==> src/anpr_pkg.sv <==
// Contract
// Partner word bit 15: further page requested
// Partner word bit 14: partner acknowledgement
// Partner word bit 13: partner message page
// Partner word bit 12: partner can comply
// Partner toggle bit 11, code bits 10:0
// Expansion bit 4 latches fault, read clears
// Expansion bit 3: partner next page able
// Expansion bit 2 always reads one
// Expansion bit 1 latches page received, read clears
// Expansion bit 0 partner negotiates; 15:5 zero
// Advert bit 15 writable, bit 14 zero
// Advert bit 13 resets one; code resets 001
// Advert bit 12 comply acknowledge, writable
// Advert bit 11 toggles per sent page
// Software ignores and never writes reserved registers
// Feature bit 14 selects interrupt polarity
// Feature bit 13 read-only forced jam flag
// Software writes feature bit 15 as zero
// Software writes feature 12:4 zero; 3:0 ignored
// Each port owns independent register copy
`default_nettype none
package anpr_pkg;
    localparam int ANPR_PORTS = 4;
    localparam logic [4:0] ANPR_REG_LP_NP = 5'h05;
    localparam logic [4:0] ANPR_REG_EXP = 5'h06;
    localparam logic [4:0] ANPR_REG_ADV = 5'h07;
    localparam logic [4:0] ANPR_REG_FEAT = 5'h10;
    localparam int ANPR_EXP_PDF = 4;
    localparam int ANPR_EXP_LP_NP = 3;
    localparam int ANPR_EXP_NP_ABLE = 2;
    localparam int ANPR_EXP_PG_RX = 1;
    localparam int ANPR_EXP_LP_AN = 0;
    localparam int ANPR_ADV_RSV = 14;
    localparam int ANPR_ADV_TOGGLE = 11;
    localparam int ANPR_FEAT_POL = 14;
    localparam int ANPR_FEAT_JAM = 13;
    localparam logic [15:0] ANPR_LP_RST = 16'h0000;
    localparam logic [15:0] ANPR_ADV_RST = 16'h2001;
    localparam logic [15:0] ANPR_ADV_WMASK = 16'hBFFF;
    localparam logic [15:0] ANPR_FEAT_RST = 16'h0000;
    localparam logic [15:0] ANPR_FEAT_WMASK = 16'hDFF0;
    localparam logic [5:0] ANPR_PREAMBLE_ONES = 6'h20;
    localparam logic [4:0] ANPR_HDR_LAST = 5'h0C;
    localparam logic [4:0] ANPR_RD_BITS = 5'h10;
    localparam logic [4:0] ANPR_WR_BITS = 5'h12;
    localparam logic [1:0] ANPR_OP_RD = 2'h2;
    localparam logic [1:0] ANPR_OP_WR = 2'h1;

    typedef struct packed {
        logic page_rx;
        logic pd_fault;
        logic page_sent;
        logic lp_np_able;
        logic lp_an_able;
        logic jam_active;
        logic irq_req;
        logic [15:0] lp_word;
    } anpr_evt_t;

    typedef enum {ST_PRE, ST_HDR, ST_RTA, ST_RDATA, ST_WDATA} anpr_state_t;
endpackage : anpr_pkg
`default_nettype wire

==> src/anpr_regs.sv <==
`timescale 1ns/1ps
`default_nettype none
module anpr_regs
    import anpr_pkg::*;
#(
    parameter logic [4:0] PHY_BASE = 5'h00
) (
    // Clock and reset
    input wire logic ref_clk,
    input wire logic rst_n,
    // Management pins
    input wire logic mdc,
    input wire logic mdio_in,
    output logic mdio_out,
    output logic mdio_oe,
    // Negotiation logic, one entry per port
    input wire anpr_evt_t port_evt [ANPR_PORTS],
    output logic [15:0] adv_word [ANPR_PORTS],
    output logic [ANPR_PORTS-1:0] irq_pin
);

    // Four consecutive port addresses must fit
    if (PHY_BASE > 5'h1C) begin : g_bad_base
        $error("PHY_BASE leaves no room for four ports");
    end

    ////////////////////////////////////////////////////////////////
    // Pin synchronisers

    logic mdc_s1_r;
    logic mdc_s2_r;
    logic mdc_s3_r;
    logic md_s1_r;
    logic md_s2_r;

    always_ff @(posedge ref_clk or negedge rst_n) begin
        if (!rst_n) begin
            mdc_s1_r <= 1'b0;
            mdc_s2_r <= 1'b0;
            mdc_s3_r <= 1'b0;
            md_s1_r <= 1'b1;
            md_s2_r <= 1'b1;
        end else begin
            mdc_s1_r <= mdc;
            mdc_s2_r <= mdc_s1_r;
            mdc_s3_r <= mdc_s2_r;
            md_s1_r <= mdio_in;
            md_s2_r <= md_s1_r;
        end
    end

    logic mdc_rise;
    assign mdc_rise = mdc_s2_r & ~mdc_s3_r;

    ////////////////////////////////////////////////////////////////
    // Frame decoder

    anpr_state_t state_r;
    logic [5:0] ones_r;
    logic [4:0] cnt_r;
    logic [11:0] hdr_r;
    logic [16:0] rsh_r;
    logic [15:0] wsh_r;
    logic [1:0] port_r;
    logic [4:0] reg_r;

    logic [12:0] hdr_full;
    logic [4:0] phy_off;
    logic hdr_done;
    logic hdr_ok;
    logic rd_now;
    logic wr_now;
    logic [1:0] hdr_port;
    logic [15:0] rd_word;

    assign hdr_full = {hdr_r, md_s2_r};
    assign phy_off = hdr_full[9:5] - PHY_BASE;
    assign hdr_port = phy_off[1:0];
    assign hdr_done = mdc_rise && state_r == ST_HDR && cnt_r == ANPR_HDR_LAST;
    assign hdr_ok = hdr_done && hdr_full[12] && phy_off < 5'h04;
    assign rd_now = hdr_ok && hdr_full[11:10] == ANPR_OP_RD;
    assign wr_now = mdc_rise && state_r == ST_WDATA && cnt_r == 5'h01;

    always_ff @(posedge ref_clk or negedge rst_n) begin
        if (!rst_n) begin
            state_r <= ST_PRE;
            ones_r <= 6'h00;
            cnt_r <= 5'h00;
            hdr_r <= 12'h000;
            port_r <= 2'h0;
            reg_r <= 5'h00;
        end else if (mdc_rise) begin
            unique case (state_r)
                ST_PRE: begin
                    if (md_s2_r) begin
                        if (ones_r != ANPR_PREAMBLE_ONES) begin
                            ones_r <= ones_r + 6'h01;
                        end
                    end else begin
                        if (ones_r == ANPR_PREAMBLE_ONES) begin
                            state_r <= ST_HDR;
                            cnt_r <= 5'h00;
                        end
                        ones_r <= 6'h00;
                    end
                end
                ST_HDR: begin
                    hdr_r <= hdr_full[11:0];
                    cnt_r <= cnt_r + 5'h01;
                    if (cnt_r == ANPR_HDR_LAST) begin
                        port_r <= hdr_port;
                        reg_r <= hdr_full[4:0];
                        if (rd_now) begin
                            state_r <= ST_RTA;
                        end else if (hdr_ok && hdr_full[11:10] == ANPR_OP_WR) begin
                            state_r <= ST_WDATA;
                            cnt_r <= ANPR_WR_BITS;
                        end else begin
                            state_r <= ST_PRE;
                        end
                    end
                end
                ST_RTA: begin
                    state_r <= ST_RDATA;
                    cnt_r <= ANPR_RD_BITS;
                end
                ST_RDATA: begin
                    if (cnt_r == 5'h00) begin
                        state_r <= ST_PRE;
                    end else begin
                        cnt_r <= cnt_r - 5'h01;
                    end
                end
                ST_WDATA: begin
                    cnt_r <= cnt_r - 5'h01;
                    if (cnt_r == 5'h01) begin
                        state_r <= ST_PRE;
                    end
                end
            endcase
        end
    end

    // Write data shifter, turnaround bits fall off the top
    always_ff @(posedge ref_clk or negedge rst_n) begin
        if (!rst_n) begin
            wsh_r <= 16'h0000;
        end else if (mdc_rise && state_r == ST_WDATA) begin
            wsh_r <= {wsh_r[14:0], md_s2_r};
        end
    end

    logic [15:0] wr_data;
    assign wr_data = {wsh_r[14:0], md_s2_r};

    // Read shifter and pin drive, updated just after each clock rise
    always_ff @(posedge ref_clk or negedge rst_n) begin
        if (!rst_n) begin
            rsh_r <= 17'h00000;
            mdio_out <= 1'b1;
            mdio_oe <= 1'b0;
        end else if (mdc_rise) begin
            if (rd_now) begin
                rsh_r <= {1'b0, rd_word};
            end else if (state_r == ST_RTA
                         || (state_r == ST_RDATA && cnt_r != 5'h00)) begin
                mdio_out <= rsh_r[16];
                mdio_oe <= 1'b1;
                rsh_r <= {rsh_r[15:0], 1'b0};
            end else begin
                mdio_out <= 1'b1;
                mdio_oe <= 1'b0;
            end
        end
    end

    ////////////////////////////////////////////////////////////////
    // Per-port registers

    logic [15:0] lp_word_r [ANPR_PORTS];
    logic [15:0] adv_r [ANPR_PORTS];
    logic [15:0] feat_r [ANPR_PORTS];
    logic [ANPR_PORTS-1:0] pdf_r;
    logic [ANPR_PORTS-1:0] pg_rx_r;
    logic [15:0] exp_view [ANPR_PORTS];
    logic [15:0] feat_view [ANPR_PORTS];

    for (genvar p = 0; p < ANPR_PORTS; p++) begin : g_port
        logic sel_rd_exp;
        logic sel_wr_adv;
        logic sel_wr_feat;
        logic [15:0] adv_base;

        assign sel_rd_exp = rd_now && hdr_port == 2'(p) && hdr_full[4:0] == ANPR_REG_EXP;
        assign sel_wr_adv = wr_now && port_r == 2'(p) && reg_r == ANPR_REG_ADV;
        assign sel_wr_feat = wr_now && port_r == 2'(p) && reg_r == ANPR_REG_FEAT;
        assign adv_base = sel_wr_adv
            ? (wr_data & ANPR_ADV_WMASK) : adv_r[p];

        assign exp_view[p] = {11'h000, pdf_r[p], port_evt[p].lp_np_able, 1'b1,
                              pg_rx_r[p], port_evt[p].lp_an_able};
        assign feat_view[p] = {feat_r[p][15:14], port_evt[p].jam_active,
                               feat_r[p][12:4], 4'h0};

        always_ff @(posedge ref_clk or negedge rst_n) begin
            if (!rst_n) begin
                lp_word_r[p] <= ANPR_LP_RST;
            end else if (port_evt[p].page_rx) begin
                lp_word_r[p] <= port_evt[p].lp_word;
            end
        end

        // Latch-high flags, a new event beats a clearing read
        always_ff @(posedge ref_clk or negedge rst_n) begin
            if (!rst_n) begin
                pdf_r[p] <= 1'b0;
                pg_rx_r[p] <= 1'b0;
            end else begin
                pdf_r[p] <= port_evt[p].pd_fault | (pdf_r[p] & ~sel_rd_exp);
                pg_rx_r[p] <= port_evt[p].page_rx | (pg_rx_r[p] & ~sel_rd_exp);
            end
        end

        always_ff @(posedge ref_clk or negedge rst_n) begin
            if (!rst_n) begin
                adv_r[p] <= ANPR_ADV_RST;
            end else begin
                adv_r[p] <= adv_base;
                if (port_evt[p].page_sent) begin
                    adv_r[p][ANPR_ADV_TOGGLE] <= ~adv_base[ANPR_ADV_TOGGLE];
                end
            end
        end

        always_ff @(posedge ref_clk or negedge rst_n) begin
            if (!rst_n) begin
                feat_r[p] <= ANPR_FEAT_RST;
            end else if (sel_wr_feat) begin
                feat_r[p] <= wr_data & ANPR_FEAT_WMASK;
            end
        end

        always_ff @(posedge ref_clk or negedge rst_n) begin
            if (!rst_n) begin
                irq_pin[p] <= 1'b0;
            end else begin
                irq_pin[p] <= port_evt[p].irq_req
                    ~^ feat_r[p][ANPR_FEAT_POL];
            end
        end

        assign adv_word[p] = adv_r[p];
    end

    // Read mux, unmapped addresses read as zero
    always_comb begin
        unique case (hdr_full[4:0])
            ANPR_REG_LP_NP: rd_word = lp_word_r[hdr_port];
            ANPR_REG_EXP: rd_word = exp_view[hdr_port];
            ANPR_REG_ADV: rd_word = adv_r[hdr_port];
            ANPR_REG_FEAT: rd_word = feat_view[hdr_port];
            default: rd_word = 16'h0000;
        endcase
    end
endmodule : anpr_regs
`default_nettype wire

==> config.mk <==
export PLATFORM = sky130hd
export DESIGN_NAME = anpr_regs
export DESIGN_NICKNAME = d
export VERILOG_FILES = /design/src/anpr_pkg.sv /design/src/anpr_regs.sv
export SDC_FILE = /design/constraint.sdc
export NUM_CORES = 1
export LEC_CHECK = 0
export BUFFER_PORTS_ARGS = -buffer_cell sky130_fd_sc_hd__clkbuf_2
export CAP_MARGIN = 20
export CORE_ASPECT_RATIO = 0.7
export CORE_MARGIN = 1.5
export CORE_UTILIZATION = 56
export CTS_CLUSTER_DIAMETER = 200
export DETAILED_ROUTE_END_ITERATION = 12
export PLACE_DENSITY = 0.84
export SETUP_SLACK_MARGIN = 0.5
export SYNTH_ARGS = -nofsm -noshare
export SYNTH_HDL_FRONTEND = slang
export SYNTH_SLANG_ARGS = --single-unit
==> constraint.sdc <==
create_clock -name ref_clk -period 2.6 [get_ports ref_clk]
set_input_delay 0.13 -clock ref_clk [delete_from_list [all_inputs] [get_ports ref_clk]]
set_output_delay 0.13 -clock ref_clk [all_outputs]
set_load 0.02 [all_outputs]
Yosys cells after proc, flatten, opt, wreduce, memory -nomap -nowiden
Cells that the tools add are included.

storage, ports and cells
  output and inout bits = 70
  bits in registers = 281

operators by class
  multiplexer cells = 42
  reductions and logical operators = 43
  equal/unequal tests = 33
  magnitude comparators = 2
  add/sub/neg operators = 3
  bitwise operators = 32

operators with widths
  cell                                                  count
  two-way mux 32 bit                                    5
  case mux 32 bit (5 select lines)                      1
  binary-select mux 16 bit (select 2 bit)               4
  two-way mux 16 bit                                    8
  equality test 32 x 2 -> 1 bit, second input constant  3
  equality test 32 x 3 -> 1 bit, second input constant  3
  case mux 16 bit (4 select lines)                      1
  two-way mux 12 bit                                    4
  two-way mux 17 bit                                    2
  equality test 32 x 1 -> 1 bit, second input constant  1
  equality test 32 x 4 -> 1 bit, second input constant  1
  zero test 32 bit                                      1
  two-way mux 5 bit                                     6
  logical AND 1 bit                                     29
  case mux 5 bit (5 select lines)                       1
  equality test 5 x 3 -> 1 bit, second input constant   4
  two-way mux 6 bit                                     2
  != test 2 bit, second input constant                  6
  equality test 2 bit, second input constant            5
  equality test 5 bit, second input constant            2
  inverter 1 bit                                        10
  AND 1 bit                                             9
  bitwise OR 1 bit                                      8
  adder 6 x 1 -> 6 bit, second input constant           1
  23 further kinds                                      38

Longest topological paths before layout
Gate-level depths: netlist of the first run.

  depth in word-level cells = 12
  depth in mapped cells = 8

Worst setup path before layout of the first run
OpenSTA, ideal clock, no wires.

  kind = reg2reg
  start point = register cnt_r[1]
  end point = register adv_r (netlist bit adv_word[10])
  path slack = 0.231 ns
  buffers on the path = 2
  library setup time = 0.125 ns
  arrival time = 2.244 ns
  required time = 2.475 ns
  cell stages (with the launch flop) = 9
  cells stage by stage = dfrtp_1 > inv_1 > ha_1 > or4b_4 > nor4_4 > and4_1 > buf_2 > buf_4 > mux2_2

on the way
  cells in the longest elaborated chain, start to end = 4

ends and longest elaborated chain
  element                          RTL line          RTL
  from (decl)                      anpr_regs.sv:60   logic [4:0] cnt_r;
  from (signal assigned)           anpr_regs.sv:109  cnt_r <= cnt_r + 5'h01;
  from (signal assigned)           anpr_regs.sv:131  cnt_r <= cnt_r - 5'h01;
  from (signal assigned)           anpr_regs.sv:135  cnt_r <= cnt_r - 5'h01;
  equality test 5 x 1 -> 1 bit     anpr_regs.sv:82   assign wr_now = mdc_rise && state_r == ST_WDATA && cnt_r == 5'h01;
  logical AND 1 bit                anpr_regs.sv:82
  logical AND 1 bit (2 in series)  anpr_regs.sv:195  assign sel_wr_adv = wr_now && port_r == 2'(p) && reg_r == ANPR_REG_ADV;
  to (signal, indexed assignment)  anpr_regs.sv:228  adv_r[p] <= adv_base;
  to (signal, indexed assignment)  anpr_regs.sv:230  adv_r[p][ANPR_ADV_TOGGLE] <= ~adv_base[ANPR_ADV_TOGGLE];
  to (decl)                        anpr_regs.sv:181  logic [15:0] adv_r [ANPR_PORTS];

No other way between the ends.
A chain may end at the register's enable or synchronous reset.

Final worst setup path of the first run
  start point = register cnt_r[1]
  end point = register adv_r (netlist bit adv_word[15])

Same word-level chain as after synthesis.

==> out/results.ini, run 1 <==
[run_status]
outcome=finished clean

[cells_and_area]
area_delta_synth_final_pct=30.18
layout_common_cells=dfrtp_1 (239), mux2_2 (188), clkbuf_2 (160)
final_common_cell=dfrtp_1
drive_above_1_share=0.5219
fillers=1118
final_cells=1369
fin_nets=1182

[drt]
firstDrtPassIters=5
drt_iter0_markers=977
ant_nets=0
vias_per_cell=6.271
wl_mm=34.49
routedWlPerCell_um=25.19
num_vias=8585
drc=0

[grt]
gr-total-overflow=0
track_usage=0.3092
grt_pass1_wl_mm=50.36
first_global_vias=8732
grt_max_degree=77
antenna_found_initial=1

[synth]
synthArstFlopShare=1.000
syn_area_um2=11640
synth_ff_type=dfrtp_1
yosys.cell_types.count=61
synth_seq_cells=252
netlist_instances=805
synth_edf_count=0
yosysSeqAreaShare=0.5429
ys_warn_count=0
syn_avg_cell_area_um2=14.46

[worst_setup_path]
worstSetupStartpointType=flop
r2r-start=cnt_r[1]$_DFFE_PN0P_
max_stage_delay_ns=0.49
critical-path-slowest-cell=or4b_4
cp.buffers_inverters=3
r2r_setup_slack_ns=0.21
worstRegToRegCells=8
cp_max_fo=5
worstPathRequired_ns=3.00
critical_path_arrival_ns=2.80
end_kind=flop
path_cells=inv_2 -> ha_4 -> or4b_4 -> nor4_4 -> buf_4 -> and4_4 -> buf_8 -> mux2_2
cpLargestDelayFamily=simple AND/OR/NAND/NOR gates
critPathKind=flop to flop
rr_endpoint=adv_word[15]$_DFFE_PN0P_

[cts]
cts_sinks=252
clk_latency_ns=0.53
cts_made_buffers=24
ctsLongestPathBuffers=3
htreeDepth=1
cts_tree=built
clkTransAtPathRegs_ns=0.07
root_buffer=clkbuf_16

[sta]
relSlewSlack=0.5709
fmax_mhz=417.6
final-setup-viol-count=0
drv_slew=0
fin_skew_ns=0.01231
min_period_ns=2.395
rsz0062_at_grt=true
fin_setup_tns_ns=0
final-hold-violation-count=0
post-route-period-util=0.9210
worst_slew_pin_slew_ns=0.6421

[pwr]
power.density_nw_per_um2=597.0
p_leak_nw=7.036
ir_worst_vdd_mv=0.4323

[hold_path]
hold_path_class=input pin to asynchronous set/reset pin

[die]
boundaryPins=166
die_w_um=175.3
die_h_um=123.6
core_area_um2=20070
rows=43
dieArea_um2=21670
start_util=0.5800

[run]
drv_cap=0

[placed_design]
gp_congestion=0.9491
port_buffers=161
place.detailed.hpwl_mm=19.91
placedCellCount=1219

[metrics by stage]
| step | setup WS [ns] | cell area (um2) | hold WS [ns] | utilization | power, mW |
|---|---|---|---|---|---|
| global placement | 0.1708 | 12910 | 0.1584 | 0.6434 | 4.858 |
| detailed placement | 0.1347 | 12910 | 0.1588 | 0.6434 | 4.891 |
| global route | 0.1681 | 15150 | 0.2193 | 0.7551 | 9.287 |
| floorplan | 0.2511 | 11730 | -0.1656 | - | 4.585 |
| finish | 0.2054 | 15150 | 0.1970 | 0.7551 | 9.046 |
| CTS | 0.2951 | 14960 | 0.1729 | 0.7454 | 9.006 |
[report_power, final]
group          internal [mW]  total, mW  switching [mW]
clock network           2.52       4.10            1.58
logic                  0.376      0.732           0.356
registers               4.08       4.21           0.127
[synthesized netlist by cell type, drive strengths merged, types with 5 or more instances]
cell / instances / area (um2)
buf: 38 / 211.5
o21ai: 14 / 70.06
mux2i: 19 / 190.2
o22ai: 11 / 68.82
a22o: 15 / 131.4
nand2: 23 / 86.33
clkbuf: 25 / 93.84
mux4: 47 / 1059
a21o: 13 / 97.59
nand3: 11 / 80.08
dfrtp: 241 / 6031
ha: 6 / 75.07
mux2: 200 / 2252
dfstp: 11 / 289.0
nor3: 5 / 36.29
a21oi: 27 / 135.1
xnor2: 9 / 78.83
nor2: 12 / 45.04
inv: 10 / 37.54
nor2b: 5 / 31.28
[flip-flops by register name, indices dropped and copies added (netlist names), 3 cells and up]
name,cells
ones_r,6
feat_r,44
cnt_r,5
irq_pin,4
wsh_r,15
lp_word_r,64
state_r,3
rsh_r,17
reg_r,5
exp_view,8
hdr_r,12
adv_word,60
[cell families (layout without fill, tap and decap cells)]
logic type | count (synthesis) | in the layout | synth area share
AOI/OAI and AO/OA | 102 | 102 | 0.05848
buffers and inverters | 73 | 362 | 0.02945
xor gates and xnor gates | 10 | 10 | 0.007525
and+or+nand+nor | 95 | 96 | 0.05407
muxes | 266 | 266 | 0.3008
DFF | 252 | 252 | 0.5429
adders and majority gates | 6 | 6 | 0.006449
other | 1 | 5 | 0.0003222
[cell type report]
class | instances | area, um2 | area share
diodes | 1 | 2.502 | 0.0001651
repair buffers | 308 | 2303 | 0.1520
flip-flops and latches | 252 | 6325 | 0.4174
inverters | 10 | 37.54 | 0.002477
clock buffers | 32 | 711.9 | 0.04698
multi-input cells | 484 | 5215 | 0.3441
well taps | 270 | 337.8 | 0.02229
clock inverters | 12 | 220.2 | 0.01453
[how the worst max path moves through the flow]
stage | start | endpoint | slack (ns) | cells after the start
after global placement | cnt_r[1]$_DFFE_PN0P_ | adv_word[15]$_DFFE_PN0P_ | 0.17 | 8
after floorplan | cnt_r[1]$_DFFE_PN0P_ | adv_word[10]$_DFFE_PN0P_ | 0.25 | 8
after CTS | cnt_r[1]$_DFFE_PN0P_ | adv_word[1]$_DFFE_PN0P_ | 0.30 | 8
final | cnt_r[1]$_DFFE_PN0P_ | adv_word[15]$_DFFE_PN0P_ | 0.21 | 8
after detailed placement | cnt_r[1]$_DFFE_PN0P_ | adv_word[1]$_DFFE_PN0P_ | 0.13 | 8
after global routing | cnt_r[1]$_DFFE_PN0P_ | adv_word[11]$_DFF_PN0_ | 0.17 | 9
[layer usage]
metal | track usage | vias up | wire length [um]
li1 | - | 3556 | -
met1 | 0.4078 | 4419 | 13620
met2 | 0.5141 | 508 | 16430
met3 | 0.08333 | 102 | 3415
met4 | 0.08333 | 0 | 1018
met5 | 0 | - | 0
[what timing repair did]
| action | in CTS | in global routing |
|---|---|---|
| endpoints found under the setup margin | 125 | 136 |
| buffers inserted | 12 | 8 |
| gates cloned | 5 | 1 |
| hold buffers | 79 | 0 |
| hold endpoints to repair | 150 | 0 |
| pin swaps | 8 | 19 |
| gates resized for setup | 39 | 27 |
Note: power is estimated with default switching activity, not from simulation.
==> run 2: changes to the inputs <==
--- a/config.mk
+++ b/config.mk
@@ -12,6 +12,7 @@
 export CORE_UTILIZATION = 56
 export CTS_CLUSTER_DIAMETER = 200
 export DETAILED_ROUTE_END_ITERATION = 12
+export GPL_TIMING_DRIVEN = 0
 export PLACE_DENSITY = 0.84
 export SETUP_SLACK_MARGIN = 0.5
 export SYNTH_ARGS = -nofsm -noshare
==> run 2 against run 1 <==
Effect of this change: global-route usage fell by 0.17 points; flip-flop and latch count stayed put; sequential power is essentially flat; count of clock-buffer cells in the layout increased by 5; cell count increased by 1.9%; total power is 2.5% lower; largest cell class unchanged; highest routed layer unchanged.
==> out/results.ini, run 2 (same netlist as run 1, synthesis figures left out) <==
[run_status]
outcome=finished clean

[drt]
ant_nets=0  ; unchanged
drc=0  ; unchanged
wl_mm=33.17  ; -3.8%
routedWlPerCell_um=23.78  ; -5.6%
num_vias=8534  ; -0.59%
drt_iter0_markers=798  ; -18%
vias_per_cell=6.118  ; -2.4%
firstDrtPassIters=5  ; unchanged

[hold_path]
hold_path_class=input pin to flop

[cells_and_area]
regMostFlops=lp_word_r
drive_above_1_share=0.5004  ; -0.02141
layout_common_cells=dfrtp_1 (240), mux2_2 (190), clkbuf_2 (169)
stdcell_area_um2=15190  ; +0.21%
fin_util=0.7567  ; +0.001621
largest_reg_flops=64  ; unchanged
final_common_cell=dfrtp_1
fin_nets=1209  ; +2.3%
diodes=0  ; -1
area_delta_synth_final_pct=30.46

[die]
dieArea_um2=21670  ; unchanged
rows=43  ; unchanged
die_h_um=123.6  ; unchanged
boundaryPins=166  ; unchanged
start_util=0.5800  ; unchanged
core_area_um2=20070  ; unchanged
die_w_um=175.3  ; unchanged

[placed_design]
port_buffers=157  ; -2.5%
placed_area_um2=12920  ; about the same
place.detailed.hpwl_mm=20.24  ; +1.6%
gp_congestion=0.8612  ; -9.3%
dp_slack_ns=-0.3221  ; -0.4568 ns

[cts]
clkTransAtPathRegs_ns=0.07  ; about the same
cts_sinks=252  ; unchanged
cts_tree=built
clk_latency_ns=0.53  ; about the same
root_buffer=clkbuf_16
ctsLongestPathBuffers=3  ; unchanged
htreeDepth=1  ; unchanged
cts_made_buffers=24  ; unchanged

[grt]
track_usage=0.3075  ; -0.001685
first_global_vias=8715  ; -0.19%
grt_max_degree=115  ; +49%
antenna_found_initial=0  ; -1
gr-total-overflow=0  ; unchanged
grt_pass1_wl_mm=49.82  ; -1.1%

[sta]
relSlewSlack=0.4462  ; -0.1247
drv_slew=0  ; unchanged
rsz0062_at_grt=true
post-route-period-util=0.9303  ; +0.009331
fin_skew_ns=0.02444  ; +0.01213 ns
fin_ws_ns=0.1811  ; -0.02426 ns
fin_hold_ws_ns=0.1544  ; -0.04263 ns
final-hold-violation-count=0  ; unchanged
worst_slew_pin_slew_ns=0.8307  ; +0.1886 ns
fmax_mhz=413.4  ; -1.0%
min_period_ns=2.419  ; +0.02426 ns
final-setup-viol-count=0  ; unchanged

[worst_setup_path]
worstSetupStartpointType=flop
end_kind=flop
worstPathRequired_ns=2.99  ; about the same
critPathKind=flop to flop
critical_path_arrival_ns=2.81  ; about the same
cp.buffers_inverters=3  ; unchanged
cp_max_fo=10  ; +5
crit_top_cell=buf_6
path_cells=inv_2 -> ha_4 -> or4b_4 -> nor4_4 -> buf_6 -> and4b_4 -> nand3_2 -> buf_6 -> mux2_2
max_stage_delay_ns=0.47  ; -0.02 ns
cpLargestDelayFamily=simple AND/OR/NAND/NOR gates
critical-path-slowest-cell=or4b_4

[pwr]
p_leak_nw=7.081  ; +0.64%
ir_worst_vdd_mv=0.6182  ; +43%
power.total_mw=8.824  ; -2.5%
power.density_nw_per_um2=581.1  ; -2.7%

[run]
drv_cap=0  ; unchanged

==> run 2: changes by cell type in the layout (fill, tap and decap cells not counted), moves of 3 or more <==
cell | before | now
buf_1 | 0 | 12
buf_12 | 6 | 3
clkbuf_1 | 1 | 14
clkinvlp_4 | 4 | 0
buf_2 | 0 | 3
clkbuf_2 | 160 | 169
clkbuf_8 | 6 | 10
buf_6 | 13 | 21
nand3_2 | 5 | 2
buf_4 | 44 | 31
==> run 2: worst register-to-register path, delay by kind of cell (launching register included) <==
family | cells | cell delay, ns
adder cells (fa/ha/maj) | 1 | 0.12
AND/OR/NAND/NOR | 4 | 1.06
multiplexers | 1 | 0.29
buffers and inverters | 3 | 0.43
flip-flops | 1 | 0.39
==> run 2: cell type report <==
cell class / instances / area (um2)
Multi-Input combinational cell: 483 / 5179
Clock buffer: 37 / 739.5
Buffer: 63 / 432.9
Sequential cell: 252 / 6321
Clock inverter: 7 / 146.4
Tap cell: 270 / 337.8
Fill cell: 1179 / 4882
Inverter: 10 / 37.54
Timing Repair Buffer: 273 / 1992
==> run 2: repair_timing <==
item,4_1_cts,5_1_grt
cloned,4,1
pin swaps,4,1
resized for setup,72,24
endpoints found under the setup margin,159,151
setup buffers,24,6
hold endpoints to repair,149,0
hold buffers,79,0
==> run 2: final timing paths <==
kind	start	end	slack, ns	depth (start not counted)
worst min register to register	md_s1_r$_DFF_PN1_	md_s2_r$_DFF_PN1_	0.36	0
worst max-delay path	cnt_r[1]$_DFFE_PN0P_	feat_r[12]$_DFFE_PN0P_	0.18	9
worst min-delay path	port_evt[91]	lp_word_r[48]$_DFFE_PN0P_	0.15	2
worst max register to register	cnt_r[1]$_DFFE_PN0P_	feat_r[12]$_DFFE_PN0P_	0.18	9
min in group asynchronous	rst_n	lp_word_r[44]$_DFFE_PN0P_	0.19	2
max in group asynchronous	rst_n	adv_word[16]$_DFFE_PN1P_	1.07	4
==> run 2: routing by layer <==
| metal | vias to the layer above | GRT usage | wire [um] |
|---|---|---|---|
| li1 | 3606 | - | - |
| met1 | 4374 | 0.4289 | 13690 |
| met2 | 483 | 0.4921 | 15520 |
| met3 | 71 | 0.07326 | 3148 |
| met4 | 0 | 0.08226 | 809 |
| met5 | - | 0 | 0 |
==> run 2: power breakdown <==
| part | internal [mW] | leakage, nW | switching [mW] |
|---|---|---|---|
| registers | 4.08 | 3.25 | 0.121 |
| logic | 0.381 | 3.40 | 0.357 |
| clock network | 2.36 | 0.436 | 1.52 |
| total | 6.82 | 7.08 | 2.00 |
==> run 2: per-stage QoR <==
stage	instances	setup TNS, ns
finish	1395	0
global route	1395	0
CTS	1388	0
detailed placement	1237	-4.740
global placement	1235	-910.41
floorplan	808	0
==> run 3: changes to the inputs <==
--- a/config.mk
+++ b/config.mk
@@ -5,12 +5,12 @@
 export SDC_FILE = /design/constraint.sdc
 export NUM_CORES = 1
 export LEC_CHECK = 0
-export BUFFER_PORTS_ARGS = -buffer_cell sky130_fd_sc_hd__clkbuf_2
+export BUFFER_PORTS_ARGS = -buffer_cell sky130_fd_sc_hd__buf_2
 export CAP_MARGIN = 20
 export CORE_ASPECT_RATIO = 0.7
 export CORE_MARGIN = 1.5
 export CORE_UTILIZATION = 56
-export CTS_CLUSTER_DIAMETER = 200
+export CTS_CLUSTER_DIAMETER = 60
 export DETAILED_ROUTE_END_ITERATION = 12
 export GPL_TIMING_DRIVEN = 0
 export PLACE_DENSITY = 0.84
==> run 3 against run 2 <==
Effect of this change: core utilization grew 0.37 points; clock power is 8.2% lower; sequential share of layout area is 0.20 points lower; via count grew 0.68%; fmax fell by 0.60%; clock skew is 0.0012 ns lower; critical path depth unchanged; hold slack got worse by 0.13 ns; wire length increased by 2.2%; sequential power about the same; count of clock-buffer cells in the layout rose by 3; critical endpoint is now feat_r[60]$_DFFE_PN0P_.
==> out/results.ini, run 3 (same netlist as run 1, synthesis figures left out) <==
[run_status]
outcome=finished clean

[die]
die_h_um=123.6  ; unchanged
boundaryPins=166  ; unchanged
rows=43  ; unchanged
dieArea_um2=21670  ; unchanged
start_util=0.5800  ; unchanged
core_area_um2=20070  ; unchanged
die_w_um=175.3  ; unchanged

[placed_design]
place.detailed.hpwl_mm=19.82  ; -2.0%
placedCellCount=1237  ; unchanged
port_buffers=157  ; unchanged
gp_congestion=0.8626  ; +0.16%

[worst_setup_path]
worstSetupStartpointType=flop
worstRegToRegCells=9  ; unchanged
end_kind=flop
cp_max_fo=5  ; -5
r2r-start=cnt_r[1]$_DFFE_PN0P_
critPathKind=flop to flop
worstPathRequired_ns=3.00  ; about the same
r2r_setup_slack_ns=0.17  ; about the same
crit_start=cnt_r[1]$_DFFE_PN0P_
critical_path_arrival_ns=2.83  ; +0.02 ns

[drt]
ant_nets=0  ; unchanged
routedWlPerCell_um=24.22  ; +1.9%
drt_iter0_markers=755  ; -5.4%
firstDrtPassIters=7  ; +2
drc=0  ; unchanged
wl_mm=33.91  ; +2.2%
vias_per_cell=6.137  ; +0.32%
num_vias=8592  ; +0.68%

[cts]
clkTransAtPathRegs_ns=0.06  ; about the same
cts_tree=built
cts_made_buffers=24  ; unchanged
ctsLongestPathBuffers=3  ; unchanged
root_buffer=clkbuf_16
clk_latency_ns=0.54  ; about the same
cts_sinks=252  ; unchanged
htreeDepth=1  ; unchanged

[sta]
relSlewSlack=0.4446  ; -0.001621
rsz0062_at_grt=true
final-setup-viol-count=0  ; unchanged
worst_slew_pin_slew_ns=0.8331  ; +0.002431 ns
post-route-period-util=0.9360  ; +0.005638
fin_skew_ns=0.02320  ; -0.001243 ns
min_period_ns=2.434  ; +0.01466 ns
final-hold-violation-count=0  ; unchanged
fin_hold_ws_ns=0.02741  ; -0.1269 ns
drv_slew=0  ; unchanged
fmax_mhz=410.9  ; -0.60%
fin_setup_tns_ns=0  ; unchanged

[run]
drv_cap=0  ; unchanged

[cells_and_area]
layout_common_cells=dfrtp_1 (240), mux2_2 (185), buf_2 (159)
area_delta_synth_final_pct=31.11
final_cells=1400  ; +0.36%
final_common_cell=dfrtp_1
drive_above_1_share=0.5053  ; +0.004865
ff_latch_area_um2=6321  ; unchanged
diodes=0  ; unchanged
fin_nets=1214  ; +0.41%
fin_util=0.7605  ; +0.003741
regMostFlops=lp_word_r
largest_reg_flops=64  ; unchanged
multi_input_area_um2=5209  ; +0.58%
fillers=1115  ; -5.4%

[grt]
gr-total-overflow=0  ; unchanged
antenna_found_initial=0  ; unchanged
first_global_vias=8518  ; -2.3%
grt_max_degree=127  ; +10%
grt_pass1_wl_mm=49.38  ; -0.87%
track_usage=0.3046  ; -0.002889

[pwr]
combPwrFrac=0.088  ; +0.004
power.density_nw_per_um2=557.8  ; -4.0%
ir_worst_vdd_mv=0.4988  ; -19%
seq_power_share=0.494  ; +0.017
p_int_mw=6.517  ; -4.5%
power.switching_mw=1.995  ; -0.26%
pwr-share-clk=0.418  ; -0.022
swShare=0.2344  ; +0.007704
p_leak_nw=7.133  ; +0.73%

[hold_path]
hold_path_class=input pin to asynchronous set/reset pin

[run 3: cell types whose count changed in the layout (fill, tap and decap cells not counted), moves of 2 or more]
cell,before,now
clkbuf_8,10,8
nand2_2,2,4
clkbuf_2,169,13
clkbuf_16,24,26
mux2_2,190,185
clkbuf_1,14,18
buf_6,21,29
mux2_4,10,15
buf_12,3,6
buf_4,31,23
buf_2,3,159
bufinv_16,4,1
[run 3: power by group through the flow]
stage                     logic [mW]  registers (mW)  clock network, mW
after floorplan                0.308            4.28                  0
after detailed placement       0.625            4.27                  0
final                          0.747            4.21               3.56
after global placement         0.595            4.26                  0
after global routing           0.807            4.23               3.75
after CTS                      0.727            4.20               3.56
[run 3: layout make-up]
| type | instances | area share |
|---|---|---|
| Clock inverter | 4 | 0.003689 |
| Buffer | 63 | 0.02894 |
| Sequential cell | 252 | 0.4142 |
| Inverter | 10 | 0.002460 |
| Clock buffer | 40 | 0.04854 |
| Timing Repair Buffer | 278 | 0.1387 |
| Multi-Input combinational cell | 483 | 0.3413 |
| Tap cell | 270 | 0.02214 |
[run 3: critical path, stage by stage (launching register included)]
cell and delay (ns):
dfrtp_1 0.39, inv_2 0.08, ha_4 0.11, or4b_4 0.48, nor4_4 0.18, buf_6 0.17
and4b_4 0.30, nand2_2 0.12, buf_6 0.19, mux2_2 0.27
[run 3: path summary, 6_finish.rpt]
path / end
worst min register to register: mdc_s2_r$_DFF_PN0_
worst max register to register: feat_r[60]$_DFFE_PN0P_
worst max-delay path: feat_r[60]$_DFFE_PN0P_
worst min-delay path: lp_word_r[58]$_DFFE_PN0P_
min in group ref_clk: lp_word_r[0]$_DFFE_PN0P_
max in group asynchronous: cnt_r[0]$_DFFE_PN0P_
[run 3: layer usage]
metal  GRT usage  share of wire
met5           0              0
met3     0.06471          0.081
met1      0.4295           0.43
met4     0.07051          0.028
met2      0.4933           0.46
[run 3: timing repair]
action / CTS / global route
gates cloned: 4 / 3
hold endpoints to repair: 199 / 0
setup buffers: 21 / 12
hold buffers: 79 / 0
pin swaps: 5 / 5
endpoints found under the setup margin: 159 / 157
resized for setup: 74 / 39
[run 3: stage by stage]
step                setup slack (ns)  area (um2)  power [mW]
finish                        0.1664       15260       8.512
global route                  0.1019       15260       8.785
CTS                           0.2645       14970       8.490
detailed placement           -0.3196       12920       4.894
global placement              -3.050       12860       4.852
floorplan                     0.2511       11730       4.585
